`src/hw/cmcs_pkg.sv`:
```
package cmcs_pkg;
    // ----------------------------------------
    // register offsets (byte address = index * 4)
    // ----------------------------------------
    localparam logic [3:0] IDX_LOOP_CFG = 4'h5;
    localparam logic [3:0] IDX_RST_IRQ1 = 4'h6;
    localparam logic [3:0] IDX_IRQ2 = 4'h7;
    localparam logic [3:0] IDX_LRDI_CTL = 4'h8;
    localparam logic [3:0] IDX_EVT_STAT = 4'hC;
    localparam logic [3:0] IDX_EVT_MASK = 4'hD;
    localparam int ADDR_W = 6;
    localparam int IDX_LSB = 2;

    // ----------------------------------------
    // field positions
    // ----------------------------------------
    localparam int B_LINE_LB = 7;
    localparam int B_SER_DIAG = 6;
    localparam int B_LOOP_TIMING_SELECT = 5;
    localparam int B_PATH_LB = 4;
    localparam int B_AUTO_LRDI = 3;
    localparam int B_AUTO_PRDI = 2;
    localparam int B_AUTO_LFEBE = 1;
    localparam int B_AUTO_PFEBE = 0;
    localparam int B_SOFT_RST = 7;
    localparam int IRQ1_W = 7;
    localparam int LRDI_LSB = 1;
    localparam int LRDI_W = 7;
    localparam int EVT_W = 2;
    localparam int EV_LOAD_DONE = 0;
    localparam int EV_LRDI_RISE = 1;

    // ----------------------------------------
    // reset values
    // ----------------------------------------
    localparam logic [7:0] RST_LOOP_CFG = 8'h0F;
    localparam logic [7:0] RST_LRDI_CTL = 8'h32;
    localparam logic [6:0] LRDI_EN_MASK = 7'h7F;
    localparam logic [1:0] RST_EVT_MASK = 2'h0;
    localparam logic [7:0] ZERO8 = 8'h00;
    localparam logic [31:0] ZERO32 = 32'h0000_0000;

    // ----------------------------------------
    // timing
    // ----------------------------------------
    localparam int LOAD_NS = 200;
    localparam int CLK_NS = 40;
    localparam int LOAD_CYC = (LOAD_NS + CLK_NS - 1) / CLK_NS;

    typedef enum logic [1:0] {
        BUS_IDLE = 2'b00,
        BUS_ACK = 2'b01
    } cmcs_bus_type;
endpackage

```
`src/hw/cmcs_load_timer.sv`:
```
`timescale 1ns/1ps
module cmcs_load_timer
    import cmcs_pkg::*;
#(
    parameter int CYCLES = LOAD_CYC
) (
    input wire logic i_sys_clk,
    input wire logic i_rst,
    input wire logic i_ce,
    input wire logic i_clr,
    input wire logic i_start,
    output logic o_busy,
    output logic o_done
);
    localparam int CW = $clog2(CYCLES + 1);
    localparam logic [CW-1:0] LOAD_LAST = CW'(CYCLES);
    localparam logic [CW-1:0] CNT_ZERO = '0;
    localparam logic [CW-1:0] CNT_ONE = CW'(1);

    logic [CW-1:0] cnt_ff;
    logic done_ff;

    // restart on a new write: last request wins, one transfer reported
    always_ff @(posedge i_sys_clk or posedge i_rst) begin
        if (i_rst) begin
            cnt_ff <= '0;
        end else if (i_ce) begin
            if (i_clr) begin
                cnt_ff <= CNT_ZERO;
            end else if (i_start) begin
                cnt_ff <= LOAD_LAST;
            end else if (cnt_ff != CNT_ZERO) begin
                cnt_ff <= cnt_ff - CNT_ONE;
            end
        end
    end

    always_ff @(posedge i_sys_clk or posedge i_rst) begin
        if (i_rst) begin
            done_ff <= 1'b0;
        end else if (i_ce) begin
            done_ff <= !i_clr && !i_start && (cnt_ff == CNT_ONE);
        end
    end

    assign o_busy = (cnt_ff != CNT_ZERO);
    assign o_done = done_ff;
endmodule

```
`src/hw/cmcs_top.sv`:
```
`timescale 1ns/1ps
module cmcs_top
    import cmcs_pkg::*;
#(
    parameter int LOAD_CYCLES = LOAD_CYC
) (
    input wire logic i_sys_clk,
    input wire logic i_rst,
    input wire logic i_ce,
    input wire logic [ADDR_W-1:0] i_avs_address,
    input wire logic i_avs_read,
    input wire logic i_avs_write,
    input wire logic [31:0] i_avs_writedata,
    input wire logic [3:0] i_avs_byteenable,
    output logic [31:0] o_avs_readdata,
    output logic o_avs_waitrequest,
    input wire logic [IRQ1_W-1:0] i_irq1_src,
    input wire logic [7:0] i_irq2_src,
    input wire logic [LRDI_W-1:0] i_line_alarm,
    input wire logic i_path_alarm_any,
    input wire logic i_tx_path_oh,
    input wire logic i_rx_path_oh,
    input wire logic i_tx_serial,
    input wire logic i_rx_serial,
    input wire logic i_synth_reference_clock_en,
    input wire logic i_recovered_clock_en,
    output logic o_rx_path_oh_sel,
    output logic o_rx_serial_sel,
    output logic o_tx_serial_sel,
    output logic o_tx_clock_en,
    output logic o_loop_timing_select,
    output logic o_auto_line_rdi_req,
    output logic o_auto_path_rdi_req,
    output logic o_auto_line_febe_en,
    output logic o_auto_path_febe_en,
    output logic o_channel_rst,
    output logic o_standby,
    output logic o_pm_load,
    output logic o_channel_transfer_in_progress,
    output logic o_irq
);
    // ----------------------------------------
    // bus slave
    // ----------------------------------------
    cmcs_bus_type bus_ff;
    logic [31:0] rdata_ff;
    logic [3:0] idx;
    logic wr_hit;
    logic rd_hit;
    logic [31:0] nxt_rdata;

    logic [7:0] loop_cfg_ff;
    logic soft_rst_ff;
    logic [LRDI_W-1:0] lrdi_en_ff;
    logic [EVT_W-1:0] evt_stat_ff;
    logic [EVT_W-1:0] evt_mask_ff;
    logic [EVT_W-1:0] evt_set;
    logic line_rdi_ff;
    logic line_rdi_prev_ff;
    logic load_busy;
    logic load_done;
    logic load_start;

    assign idx = i_avs_address[ADDR_W-1:IDX_LSB];
    // one wait state, then accept in ACK cycle; a frozen clock enable keeps the master waiting
    assign wr_hit = i_ce && i_avs_write && (bus_ff == BUS_ACK);
    // read captured in the wait cycle so readdata is a flop when accepted
    assign rd_hit = i_ce && i_avs_read && (bus_ff == BUS_IDLE);
    assign o_avs_waitrequest = (i_avs_read || i_avs_write) && ((bus_ff != BUS_ACK) || !i_ce);

    always_ff @(posedge i_sys_clk or posedge i_rst) begin
        if (i_rst) begin
            bus_ff <= BUS_IDLE;
        end else if (i_ce) begin
            unique case (bus_ff)
                BUS_IDLE: begin
                    if (i_avs_read || i_avs_write) begin
                        bus_ff <= BUS_ACK;
                    end
                end
                BUS_ACK: begin
                    bus_ff <= BUS_IDLE;
                end
                default: begin
                    bus_ff <= BUS_IDLE;
                end
            endcase
        end
    end

    // unmapped offsets read zero, writes dropped
    always_comb begin
        nxt_rdata = ZERO32;
        unique case (idx)
            IDX_LOOP_CFG: nxt_rdata[7:0] = loop_cfg_ff;
            IDX_RST_IRQ1: nxt_rdata[7:0] = {soft_rst_ff, i_irq1_src};
            IDX_IRQ2: nxt_rdata[7:0] = i_irq2_src;
            IDX_LRDI_CTL: nxt_rdata[7:0] = {lrdi_en_ff, 1'b0};
            IDX_EVT_STAT: nxt_rdata[EVT_W-1:0] = evt_stat_ff;
            IDX_EVT_MASK: nxt_rdata[EVT_W-1:0] = evt_mask_ff;
            default: nxt_rdata = ZERO32;
        endcase
    end

    always_ff @(posedge i_sys_clk or posedge i_rst) begin
        if (i_rst) begin
            rdata_ff <= ZERO32;
        end else if (rd_hit) begin
            rdata_ff <= nxt_rdata;
        end
    end
    // read data registered: valid at the edge waitrequest is low
    assign o_avs_readdata = rdata_ff;

    // ----------------------------------------
    // soft reset (hardware reset only clears it)
    // ----------------------------------------
    always_ff @(posedge i_sys_clk or posedge i_rst) begin
        if (i_rst) begin
            soft_rst_ff <= 1'b0;
        end else if (wr_hit && idx == IDX_RST_IRQ1 && i_avs_byteenable[0]) begin
            soft_rst_ff <= i_avs_writedata[B_SOFT_RST];
        end
    end

    // ----------------------------------------
    // channel configuration, reset by either reset
    // ----------------------------------------
    always_ff @(posedge i_sys_clk or posedge i_rst) begin
        if (i_rst) begin
            loop_cfg_ff <= RST_LOOP_CFG;
        end else if (i_ce) begin
            // soft reset acts as hardware reset
            if (soft_rst_ff) begin
                loop_cfg_ff <= RST_LOOP_CFG;
            end else if (wr_hit && idx == IDX_LOOP_CFG && i_avs_byteenable[0]) begin
                loop_cfg_ff <= i_avs_writedata[7:0];
            end
        end
    end

    always_ff @(posedge i_sys_clk or posedge i_rst) begin
        if (i_rst) begin
            lrdi_en_ff <= RST_LRDI_CTL[7:LRDI_LSB];
        end else if (i_ce) begin
            if (soft_rst_ff) begin
                lrdi_en_ff <= RST_LRDI_CTL[7:LRDI_LSB];
            end else if (wr_hit && idx == IDX_LRDI_CTL && i_avs_byteenable[0]) begin
                lrdi_en_ff <= i_avs_writedata[7:LRDI_LSB];
            end
        end
    end

    // ----------------------------------------
    // counter load
    // ----------------------------------------
    // any write to summary two starts load
    assign load_start = wr_hit && (idx == IDX_IRQ2);
    assign o_pm_load = load_start;

    cmcs_load_timer #(
        .CYCLES(LOAD_CYCLES)
    ) u_load (
        .i_sys_clk(i_sys_clk),
        .i_rst(i_rst),
        .i_ce(i_ce),
        .i_clr(soft_rst_ff),
        .i_start(load_start),
        .o_busy(load_busy),
        .o_done(load_done)
    );
    assign o_channel_transfer_in_progress = load_busy;

    // ----------------------------------------
    // remote defect requests
    // ----------------------------------------
    always_ff @(posedge i_sys_clk or posedge i_rst) begin
        if (i_rst) begin
            line_rdi_ff <= 1'b0;
        end else if (i_ce) begin
            line_rdi_ff <= !soft_rst_ff && loop_cfg_ff[B_AUTO_LRDI]
                           && |(i_line_alarm & lrdi_en_ff & LRDI_EN_MASK);
        end
    end
    assign o_auto_line_rdi_req = line_rdi_ff;
    // path request gated by auto enable
    assign o_auto_path_rdi_req = !soft_rst_ff && loop_cfg_ff[B_AUTO_PRDI] && i_path_alarm_any;
    assign o_auto_line_febe_en = loop_cfg_ff[B_AUTO_LFEBE];
    assign o_auto_path_febe_en = loop_cfg_ff[B_AUTO_PFEBE];

    // ----------------------------------------
    // loopback and timing steering
    // ----------------------------------------
    // path loopback, tx keeps running
    assign o_rx_path_oh_sel = loop_cfg_ff[B_PATH_LB] ? i_tx_path_oh : i_rx_path_oh;
    assign o_rx_serial_sel = loop_cfg_ff[B_SER_DIAG] ? i_tx_serial : i_rx_serial;
    // line loopback, rx keeps running; relies on
    assign o_tx_serial_sel = loop_cfg_ff[B_LINE_LB] ? i_rx_serial : i_tx_serial;
    assign o_tx_clock_en = loop_cfg_ff[B_LOOP_TIMING_SELECT] ? i_recovered_clock_en : i_synth_reference_clock_en;
    assign o_loop_timing_select = loop_cfg_ff[B_LOOP_TIMING_SELECT];

    // channel held in reset and standby
    assign o_channel_rst = soft_rst_ff;
    assign o_standby = soft_rst_ff;

    // ----------------------------------------
    // events and interrupt
    // ----------------------------------------
    always_ff @(posedge i_sys_clk or posedge i_rst) begin
        if (i_rst) begin
            line_rdi_prev_ff <= 1'b0;
        end else if (i_ce) begin
            line_rdi_prev_ff <= line_rdi_ff;
        end
    end

    always_comb begin
        evt_set = '0;
        evt_set[EV_LOAD_DONE] = load_done;
        evt_set[EV_LRDI_RISE] = line_rdi_ff && !line_rdi_prev_ff;
    end

    // set wins over write-one-to-clear
    always_ff @(posedge i_sys_clk or posedge i_rst) begin
        if (i_rst) begin
            evt_stat_ff <= '0;
        end else if (i_ce) begin
            if (wr_hit && idx == IDX_EVT_STAT && i_avs_byteenable[0]) begin
                evt_stat_ff <= (evt_stat_ff & ~i_avs_writedata[EVT_W-1:0]) | evt_set;
            end else begin
                evt_stat_ff <= evt_stat_ff | evt_set;
            end
        end
    end

    always_ff @(posedge i_sys_clk or posedge i_rst) begin
        if (i_rst) begin
            evt_mask_ff <= RST_EVT_MASK;
        end else if (wr_hit && idx == IDX_EVT_MASK && i_avs_byteenable[0]) begin
            evt_mask_ff <= i_avs_writedata[EVT_W-1:0];
        end
    end

    // summary flags feed the interrupt, cleared only at source
    assign o_irq = |(evt_stat_ff & evt_mask_ff) || |i_irq1_src || |i_irq2_src;
endmodule

```
`config.mk`:
```
export PLATFORM = sky130hd
export DESIGN_NAME = cmcs_top
export DESIGN_NICKNAME = d
export VERILOG_FILES = /design/src/hw/cmcs_pkg.sv /design/src/hw/cmcs_load_timer.sv /design/src/hw/cmcs_top.sv
export SDC_FILE = /design/constraint.sdc
export NUM_CORES = 1
export LEC_CHECK = 0
export BUFFER_PORTS_ARGS = -buffer_cell sky130_fd_sc_hd__buf_2
export CORE_UTILIZATION = 45
export DETAILED_ROUTE_END_ITERATION = 8
export HOLD_SLACK_MARGIN = 0.03
export PLACE_DENSITY = 0.83
export SLEW_MARGIN = 15
export SYNTH_ARGS = -nofsm -noshare
export SYNTH_HDL_FRONTEND = slang
export SYNTH_SLANG_ARGS = --single-unit
```
`constraint.sdc`:
```
create_clock -name i_sys_clk -period 1.7 [get_ports i_sys_clk]
set_input_delay 0.34 -clock i_sys_clk [delete_from_list [all_inputs] [get_ports i_sys_clk]]
set_output_delay 0.34 -clock i_sys_clk [all_outputs]
set_load 0.005 [all_outputs]
```
# ---- Word level (Yosys, flattened, before mapping)
# Index checks and enable logic that the tools add are counted.
dict set report totals {
  reg_bits 36
  latchBits 0
  mem_bits_rw 0
  romBits 0
  in_bits 76
  out_inout_bits 47
  wordCells 88
  n_memories 0
}
dict set report classes {
  n_addsub 1
  multipliers 0
  div_mod_pow 0
  order_cmp 0
  eq_ne 10
  shift 0
  muxes 16
  n_bitwise 6
  reduce_logical 44
}
# cell n
set op_table {}
lappend op_table {{case mux 6 bit (4 select lines)} 1}
lappend op_table {{logical AND 1 bit} 23}
lappend op_table {{two-way mux 8 bit} 2}
lappend op_table {{two-way mux 7 bit} 2}
lappend op_table {{OR reduction 7 bit} 2}
lappend op_table {{equality test 4 x 3 -> 1 bit (second input constant)} 3}
lappend op_table {{equality test 4 bit (second input constant)} 3}
lappend op_table {{case mux 2 bit (6 select lines)} 1}
lappend op_table {{two-way mux 3 bit} 3}
lappend op_table {{AND reduction 2 bit} 4}
lappend op_table {{OR reduction 8 bit} 1}
lappend op_table {{bitwise AND 7 bit} 1}
lappend op_table {{two-way mux 2 bit} 3}
lappend op_table {{nonzero test 3 bit} 2}
lappend op_table {{bitwise AND 2 bit} 2}
lappend op_table {{logical NOT 1 bit} 4}
lappend op_table {{logical OR 1 bit} 4}
lappend op_table {{two-way mux 1 bit} 4}
lappend op_table {{!= test 2 x 1 -> 1 bit (second input constant)} 2}
lappend op_table {{bitwise OR 2 bit} 2}
lappend op_table {{nonzero test 2 bit} 2}
lappend op_table {{equality test 3 x 1 -> 1 bit (second input constant)} 1}
lappend op_table {{subtractor 3 x 1 -> 3 bit (second input constant)} 1}
lappend op_table {{equality test 2 x 1 -> 1 bit (second input constant)} 1}
lappend op_table {{other kinds (3)} 3}

# ---- Depth between registers and ports, before layout
# Gate-level depths: netlist of run 1.
dict set report depth {
  depth_word 6
  ltp_mapped 6
  ltp_nobuf 6
}

# ---- Hierarchy
# Synthesis of run 1 repeated with hierarchy kept, for this count alone.
dict set report hier_totals {
  cells_unflattened 237
  hier_area_um2 2242.2
}
# mod n_inst cells_each area_each_um2 seq_area_each_um2
set modules_own_cells {}
lappend modules_own_cells {cmcs_top 1 210 1988.2 784.5}
lappend modules_own_cells {cmcs_load_timer 1 27 254.0 100.1}

# ---- Least setup slack after synthesis of run 1
# Ideal clock, no wire load.
dict set report synth_timing {
  path_kind {register to output}
  startpoint {reg soft_rst_ff, in the netlist o_channel_rst}
  endpoint {out o_auto_path_rdi_req}
  arrival_ns 1.114
  required_time_ns 1.360
  slack_ns 0.246
  path_stages_with_launch 4
  n_path_buf 2
  path_cell_list {dfrtp_1 clkbuf_1 clkbuf_1 and3b_1}
}
dict set report synth_between {
  elab_chain_len 3
}
# element line_no
set synth_rtl {}
lappend synth_rtl {{from (decl)} cmcs_top.sv:53} ;# logic soft_rst_ff;
lappend synth_rtl {{from (signal assigned)} cmcs_top.sv:122} ;# soft_rst_ff <= i_avs_writedata[B_SOFT_RST];
lappend synth_rtl {{logical NOT 1 bit} cmcs_top.sv:187} ;# assign o_auto_path_rdi_req = !soft_rst_ff && loop_cfg_ff[B_AUTO_PRDI] && i_path_alarm_any;
lappend synth_rtl {{logical AND 1 bit (2 in series)} cmcs_top.sv:187}
lappend synth_rtl {{to (decl)} cmcs_top.sv:33} ;# output logic o_auto_path_rdi_req,
# No other way between the ends.

# ---- Final worst setup path of run 1
dict set report layout_timing {
  startpoint {reg evt_stat_ff[1]}
  endpoint {out o_irq}
}
dict set report layout_between {
  elab_chain_len 4
}
# element line_no
set layout_rtl {}
lappend layout_rtl {{from (decl)} cmcs_top.sv:55} ;# logic [EVT_W-1:0] evt_stat_ff;
lappend layout_rtl {{from (signal assigned)} cmcs_top.sv:229} ;# evt_stat_ff <= (evt_stat_ff & ~i_avs_writedata[EVT_W-1:0]) | evt_set;
lappend layout_rtl {{from (signal assigned)} cmcs_top.sv:231} ;# evt_stat_ff <= evt_stat_ff | evt_set;
lappend layout_rtl {{bitwise AND 2 bit} cmcs_top.sv:245} ;# assign o_irq = |(evt_stat_ff & evt_mask_ff) || |i_irq1_src || |i_irq2_src;
lappend layout_rtl {{OR reduction 2 bit} cmcs_top.sv:245}
lappend layout_rtl {{logical OR 1 bit (2 in series)} cmcs_top.sv:245}
lappend layout_rtl {{to (decl)} cmcs_top.sv:40} ;# output logic o_irq
# No other way between the ends.

==> flow_summary.toml, run 1 <==
[run_status]
status = "finished, violations left"
violations = "setup timing"

[pwr]
p_int_mw = 2.09
power_density_nw_per_um2 = 1130
peakVddDrop_mv = 0.621
clockPowerShare_pct = 23.8
swShare_pct = 32.4
pwr-share-comb_pct = 30.3
total_leakage_power_nw = 1.39
power_switching_mw = 1.01
p_seq_share_pct = 45.9

[job]
max_cap_viol_count = 0

[clocking]
root_buffer = "clkbuf_8"
clock_latency_ns = 0.29
h-tree-depth = 2
cts.clk_slew.worst_paths_ns = 0.07
cts_tree = "yes"
cts_buffer_depth = 2
holdBufCountCts = 0
numCtsBuffers = 5
numClockSinks = 35

[timing]
fin_crit_sh_pct = 111
fmax_mhz = 529
grt_setup_unrepaired = "yes"
setup_viol = 1
finalHoldViolations = 0
timing.final.ws_setup_ns = -0.190
finClkSkew_ns = 0.00569
hold_ws_ns = 0.133
timing.final.crit_period_ns = 1.89
drv_slew = 0

[synth]
synth_compound_area_share_pct = 19.0
synth_mux_area_share_pct = 4.56
post_synth_num_cell_types = 42
ys_seq_area_share_pct = 39.8
avgSynthCellArea_um2 = 9.42
async_flop_share_pct = 100
yosys-top-cells-area = "dfrtp_1, buf_4, dfstp_2, nand2_1, mux2_2"
synth-xor-area-share_pct = 0
synth_top_family_by_area = "simple AND/OR/NAND/NOR gates"
yosys_warnings = 0
ys_ff_latch = 35
synth-main-ff-cell = "dfrtp_1"
synth.most_common_cell = "nand2_1"
synth_commonest_cells = "nand2_1, buf_4, dfrtp_1"
synthSimpleGateAreaFrac_pct = 21.4
synth_top_area_share_pct = 31.5
yosysTopAreaCell = "dfrtp_1"
synthAdderAreaFrac_pct = 1.69
synth_area_um2 = 2220
synth-edff-count = 0
syn_inst = 236

[layout]
nets = 398
fillers = 419
antennaDiodeCount = 0
final_cell_area_um2 = 2750
utilization_pct = 58.2
regArea_um2 = 885
multiInputGateArea_um2 = 1130
areaGrowthSynthToFinish_pct = 23.6
drive_gt1_share_pct = 37.2

[worst_setup_path]
cpLargestDelayFamily = "simple AND/OR/NAND/NOR gates"
cp-end-kind = "output port"
worst_r2r_endpoint = "evt_mask_ff[1]"
r2r_start = "bus_ff[0]"
critPathSlowestCell = "or4_4"
startpoint = "evt_stat_ff[1]"
required_ns = 1.36
crit_type = "flop to output port"
crit_path_max_incr_delay_ns = 0.44
rrSetupSlack_ns = 0.25
cp.arrival_ns = 1.55
cp_cell_sequence = "a22oi_2 > nand4_1 > or4_4 > buf_6"
ff2ff_path_depth = 3
path_buf_inv = 1
timing.critical_path.to = "o_irq"
cp-start-kind = "flop"
worst-path-max-fanout = 2
cp.depth = 4

[route]
wl_per_cell_um = 14.0
drt-initial-drc-count = 138
drcViolationCount = 0
via_count = 2031
wl_mm = 5.43
vias_per_cell = 5.25
first_pass_iters = 5
antenna_left = 0

[global_route]
grt_max_degree = 36
grt_pass1_vias = 1778
grt_remaining_overflow = 0
antenna_found_initial = 0
grt_pass1_wl_mm = 8.65
grt_usage_pct = 21.8

[floorplan]
start_util_pct = 47.1
die_area_um2 = 5230
die_x_um = 72.3
core_um2 = 4720
die_h_um = 72.3
num_io_pins = 123
rows = 25

[min_path]
hp-class = "input pin to async pin"

[placement]
port_buffers = 69
gp_congestion = 0.864
dp_hpwl_mm = 4.04
place_area_um2 = 2600
per-stage QoR:
stage	setup TNS [ns]	worst slack, ns	total power [mW]	cells
floorplan	0	0.246	1.99	259
global placement	-0.161	-0.114	2.28	375
detailed placement	-0.353	-0.133	2.32	375
CTS	-0.203	-0.203	3.09	384
global route	-0.241	-0.241	3.31	387
finish	-0.190	-0.190	3.10	387
cell usage in the layout, fill, tap and decap left out, drive strengths merged:
cell and count:
and3b 2, dfrtp 28, a221oi 1, nand3b 8
nand2 35, a22oi 7, o2bb2ai 2, and3 2
buf 90, a21o 1, nor4bb 2, nor4b 1
a222oi 7, and4 1, or4 1, ha 3
nand4 1, o21bai 2, a21oi 4, nand2b 9
nor4 3, and4b 1, dfstp 7, mux2 9
clkbuf 7, nor2 11, and4bb 2, conb 24
bufinv 1, o21ba 1, nand3 3, nand4b 2
inv 8, o32ai 1, a22o 8, o21ai 22
a311oi 1, o22ai 2
area by class of cell:
class	count	share of cell area, %
repair buffers	90	18.5
clock inverters	1	1.09
multi-input cells	179	41.3
flip-flops and latches	35	32.2
inverters	8	1.09
well taps	67	3.05
clock buffers	7	2.78
power by group through the flow:
stage                     combinational, mW  clock, mW  sequential, mW
after floorplan                       0.630          0            1.36
after global routing                   1.07      0.787            1.46
final                                 0.940      0.737            1.42
after global placement                0.854          0            1.42
after detailed placement              0.892          0            1.43
after CTS                             0.923      0.754            1.42
registers in the layout, indices dropped and copies added, names as in the netlist:
name                 cells
bus_ff                   1
evt_mask_ff              2
evt_stat_ff              2
line_rdi_prev_ff         1
loop_cfg_ff              8
lrdi_en_ff               7
o_auto_line_rdi_req      1
o_avs_readdata           8
o_channel_rst            1
u_load.cnt_ff            3
u_load.o_done            1
cells by family after synthesis:
| kind of cell | Yosys count |
|---|---|
| and+or+nand+nor | 84 |
| AOI/OAI and AO/OA | 59 |
| buffers and inverters | 45 |
| DFF | 35 |
| muxes | 9 |
| adders and majority gates | 3 |
| other | 1 |
repair_timing:
action / in CTS / in global routing
pin swaps: 0 / 1
resized for setup: 1 / 2
setup buffers: 1 / 3
hold endpoints to repair: 0 / 0
setup endpoints to repair: 1 / 5
tightest hold or removal path: stages:
cell	delay (ns)
buf_2	0.09
inv_1	0.04
buf_4	0.37
layer usage:
layer | vias up | track usage (%) | share of wire, %
met5 | - | 0 | 0
met4 | 0 | 6.32 | 1.0
met3 | 8 | 6.11 | 6.8
met2 | 95 | 32.5 | 47
met1 | 956 | 30.9 | 45
li1 | 972 | - | -
how the worst min path moves through the flow:
stage	from	end	slack [ns]	depth (start not counted)
final	i_rst	u_load.cnt_ff[1]	0.13	3
after global routing	i_rst	line_rdi_prev_ff	0.17	3
after CTS	i_rst	u_load.cnt_ff[1]	0.14	3
after detailed placement	line_rdi_prev_ff	evt_stat_ff[1]	0.43	1
after global placement	line_rdi_prev_ff	evt_stat_ff[1]	0.42	1
after floorplan	line_rdi_prev_ff	evt_stat_ff[1]	0.42	1
Note: power is estimated with default switching activity, not from simulation.
==> run 2: changes to the inputs <==
Settings changed: SETUP_SLACK_MARGIN set to 0.4.
==> run 2 against run 1 <==
  * The flow still finishes with violations (setup timing)
  * Global-route usage increased by 6.6 points
  * Count of clock-buffer cells in the layout unchanged
  * Hold slack got worse by 0.0060 ns
  * Final cell count grew 9.3%
  * First-iteration DRC count increased to 2.7 times the previous value
  * Sequential power rose by 5%
  * Clock skew increased by 0.0047 ns
  * Via count rose by 21%
  * Utilization up 15 points
  * Critical path type unchanged
  * Largest cell class unchanged
  * Highest routed layer unchanged
==> flow_summary.toml, run 2 (synthesis gave the netlist of run 1 again) <==
[run_status]
status = "finished, violations left"
violations = "setup timing"

[global_route]
grt_max_degree = 36
grt_pass1_wl_mm = 11.1
grt_pass1_vias = 2250
antenna_found_initial = 0
grt_remaining_overflow = 0
grt_usage_pct = 28.4

[layout]
regArea_um2 = 886
layout_common_cells = "buf_2, buf_6, buf_4, dfrtp_1, conb_1"
nets = 434
utilization_pct = 73.6
drive_gt1_share_pct = 57.9
antennaDiodeCount = 0
areaGrowthSynthToFinish_pct = 56.3
multiInputGateArea_um2 = 1410
fillers = 322
final_cell_area_um2 = 3470
final_common_cell = "buf_2"

[placement]
port_buffers = 69
gp_congestion = 0.876
place_area_um2 = 2620
dp_hpwl_mm = 4.14

[worst_setup_path]
ff2ff_path_depth = 7
worst-path-max-fanout = 2
cp_cell_sequence = "a22oi_2 > nand4_1 > or4_1 > buf_2"
crit_type = "flop to output port"
cp-start-kind = "flop"
cp.depth = 4
cpLargestDelayFamily = "simple AND/OR/NAND/NOR gates"
path_buf_inv = 1
crit_path_max_incr_delay_ns = 0.40
required_ns = 1.36
cp-end-kind = "output port"
cp.arrival_ns = 1.55
critPathSlowestCell = "dfrtp_1"

[clocking]
cts_buffer_depth = 2
numClockSinks = 35
cts_tree = "yes"
cts.clk_slew.worst_paths_ns = 0.08
numCtsBuffers = 5
holdBufCountCts = 0
h-tree-depth = 2
root_buffer = "clkbuf_8"
clock_latency_ns = 0.31

[timing]
grt_setup_unrepaired = "yes"
timing.final.crit_period_ns = 1.89
fmax_mhz = 528
drv_slew = 0
finalHoldViolations = 0
timing.final.ws_setup_ns = -0.194
tightestPinTransition_ns = 0.571
setup_viol = 1
fin_crit_sh_pct = 111
relSlewSlack_pct = 61.4
tns_ns = -0.194
finClkSkew_ns = 0.0104

[pwr]
peakVddDrop_mv = 0.915
power_density_nw_per_um2 = 1210
total_leakage_power_nw = 1.68

[route]
drcViolationCount = 0
drt-initial-drc-count = 378
wl_met2_mm = 4.16
antenna_left = 0
top_layer_used = "met4"
wl_met3_um = 724
wl_mm = 8.28
first_pass_iters = 8
met1_length_mm = 2.97
wl_per_cell_um = 19.6
via_count = 2450
vias_per_cell = 5.79

[floorplan]
die_h_um = 72.3
start_util_pct = 47.1
num_io_pins = 123
rows = 25
die_x_um = 72.3
die_area_um2 = 5230
core_um2 = 4720

[job]
max_cap_viol_count = 0

[min_path]
hp-class = "input pin to async pin"
## run 2: what timing repair did
action | 4_1_cts | 5_1_grt
gates cloned | 0 | 1
setup buffers | 27 | 14
pin swaps | 32 | 14
gates resized for setup | 69 | 54
setup endpoints to repair | 38 | 45
## run 2: final timing paths
path                               startpoint             end  slack [ns]
max reg2reg                         bus_ff[0]  loop_cfg_ff[1]        0.14
min                                     i_rst   u_load.o_done        0.13
max in group asynchronous               i_rst   lrdi_en_ff[4]        1.22
max                            evt_stat_ff[1]           o_irq       -0.19
min in group i_sys_clk     i_avs_writedata[2]  loop_cfg_ff[2]        0.28
min reg2reg                  line_rdi_prev_ff  evt_stat_ff[1]        0.47
## run 2: power by group
group / internal [mW] / switching, mW / total, mW
Clock: 0.369 / 0.350 / 0.719
Combinational: 1.14 / 0.867 / 2.01
Sequential: 1.17 / 0.317 / 1.49
## run 2: area by class of cell
| cell class | instances | area share (%) |
|---|---|---|
| well taps | 67 | 2.41 |
| repair buffers | 126 | 27.5 |
| flip-flops and latches | 35 | 25.5 |
| clock inverters | 1 | 0.216 |
| inverters | 8 | 0.936 |
| multi-input cells | 179 | 40.7 |
| clock buffers | 7 | 2.77 |
## run 2: worst register-to-register path, cell delays in order (launching register included)
cell and delay, ns:
dfrtp_1 0.43, buf_6 0.14, and4_4 0.16, buf_6 0.12
a22oi_2 0.26, buf_6 0.20, nand2_2 0.06, o21ai_1 0.11
## run 2: per-layer routing
metal | global-route usage, % | vias up
li1 | - | 1044
met1 | 34.1 | 1169
met2 | 48.3 | 185
met3 | 7.92 | 52
met4 | 10.9 | 0
met5 | 0 | -
## run 2: stage by stage
step	power, mW	cells	hold WS [ns]	setup slack (ns)
floorplan	2.00	259	0.416	0.272
global route	4.36	423	0.170	-0.215
finish	4.22	423	0.127	-0.194
global placement	2.30	373	0.425	-0.0409
CTS	3.59	408	0.143	-0.211
detailed placement	2.35	373	0.438	-0.0794
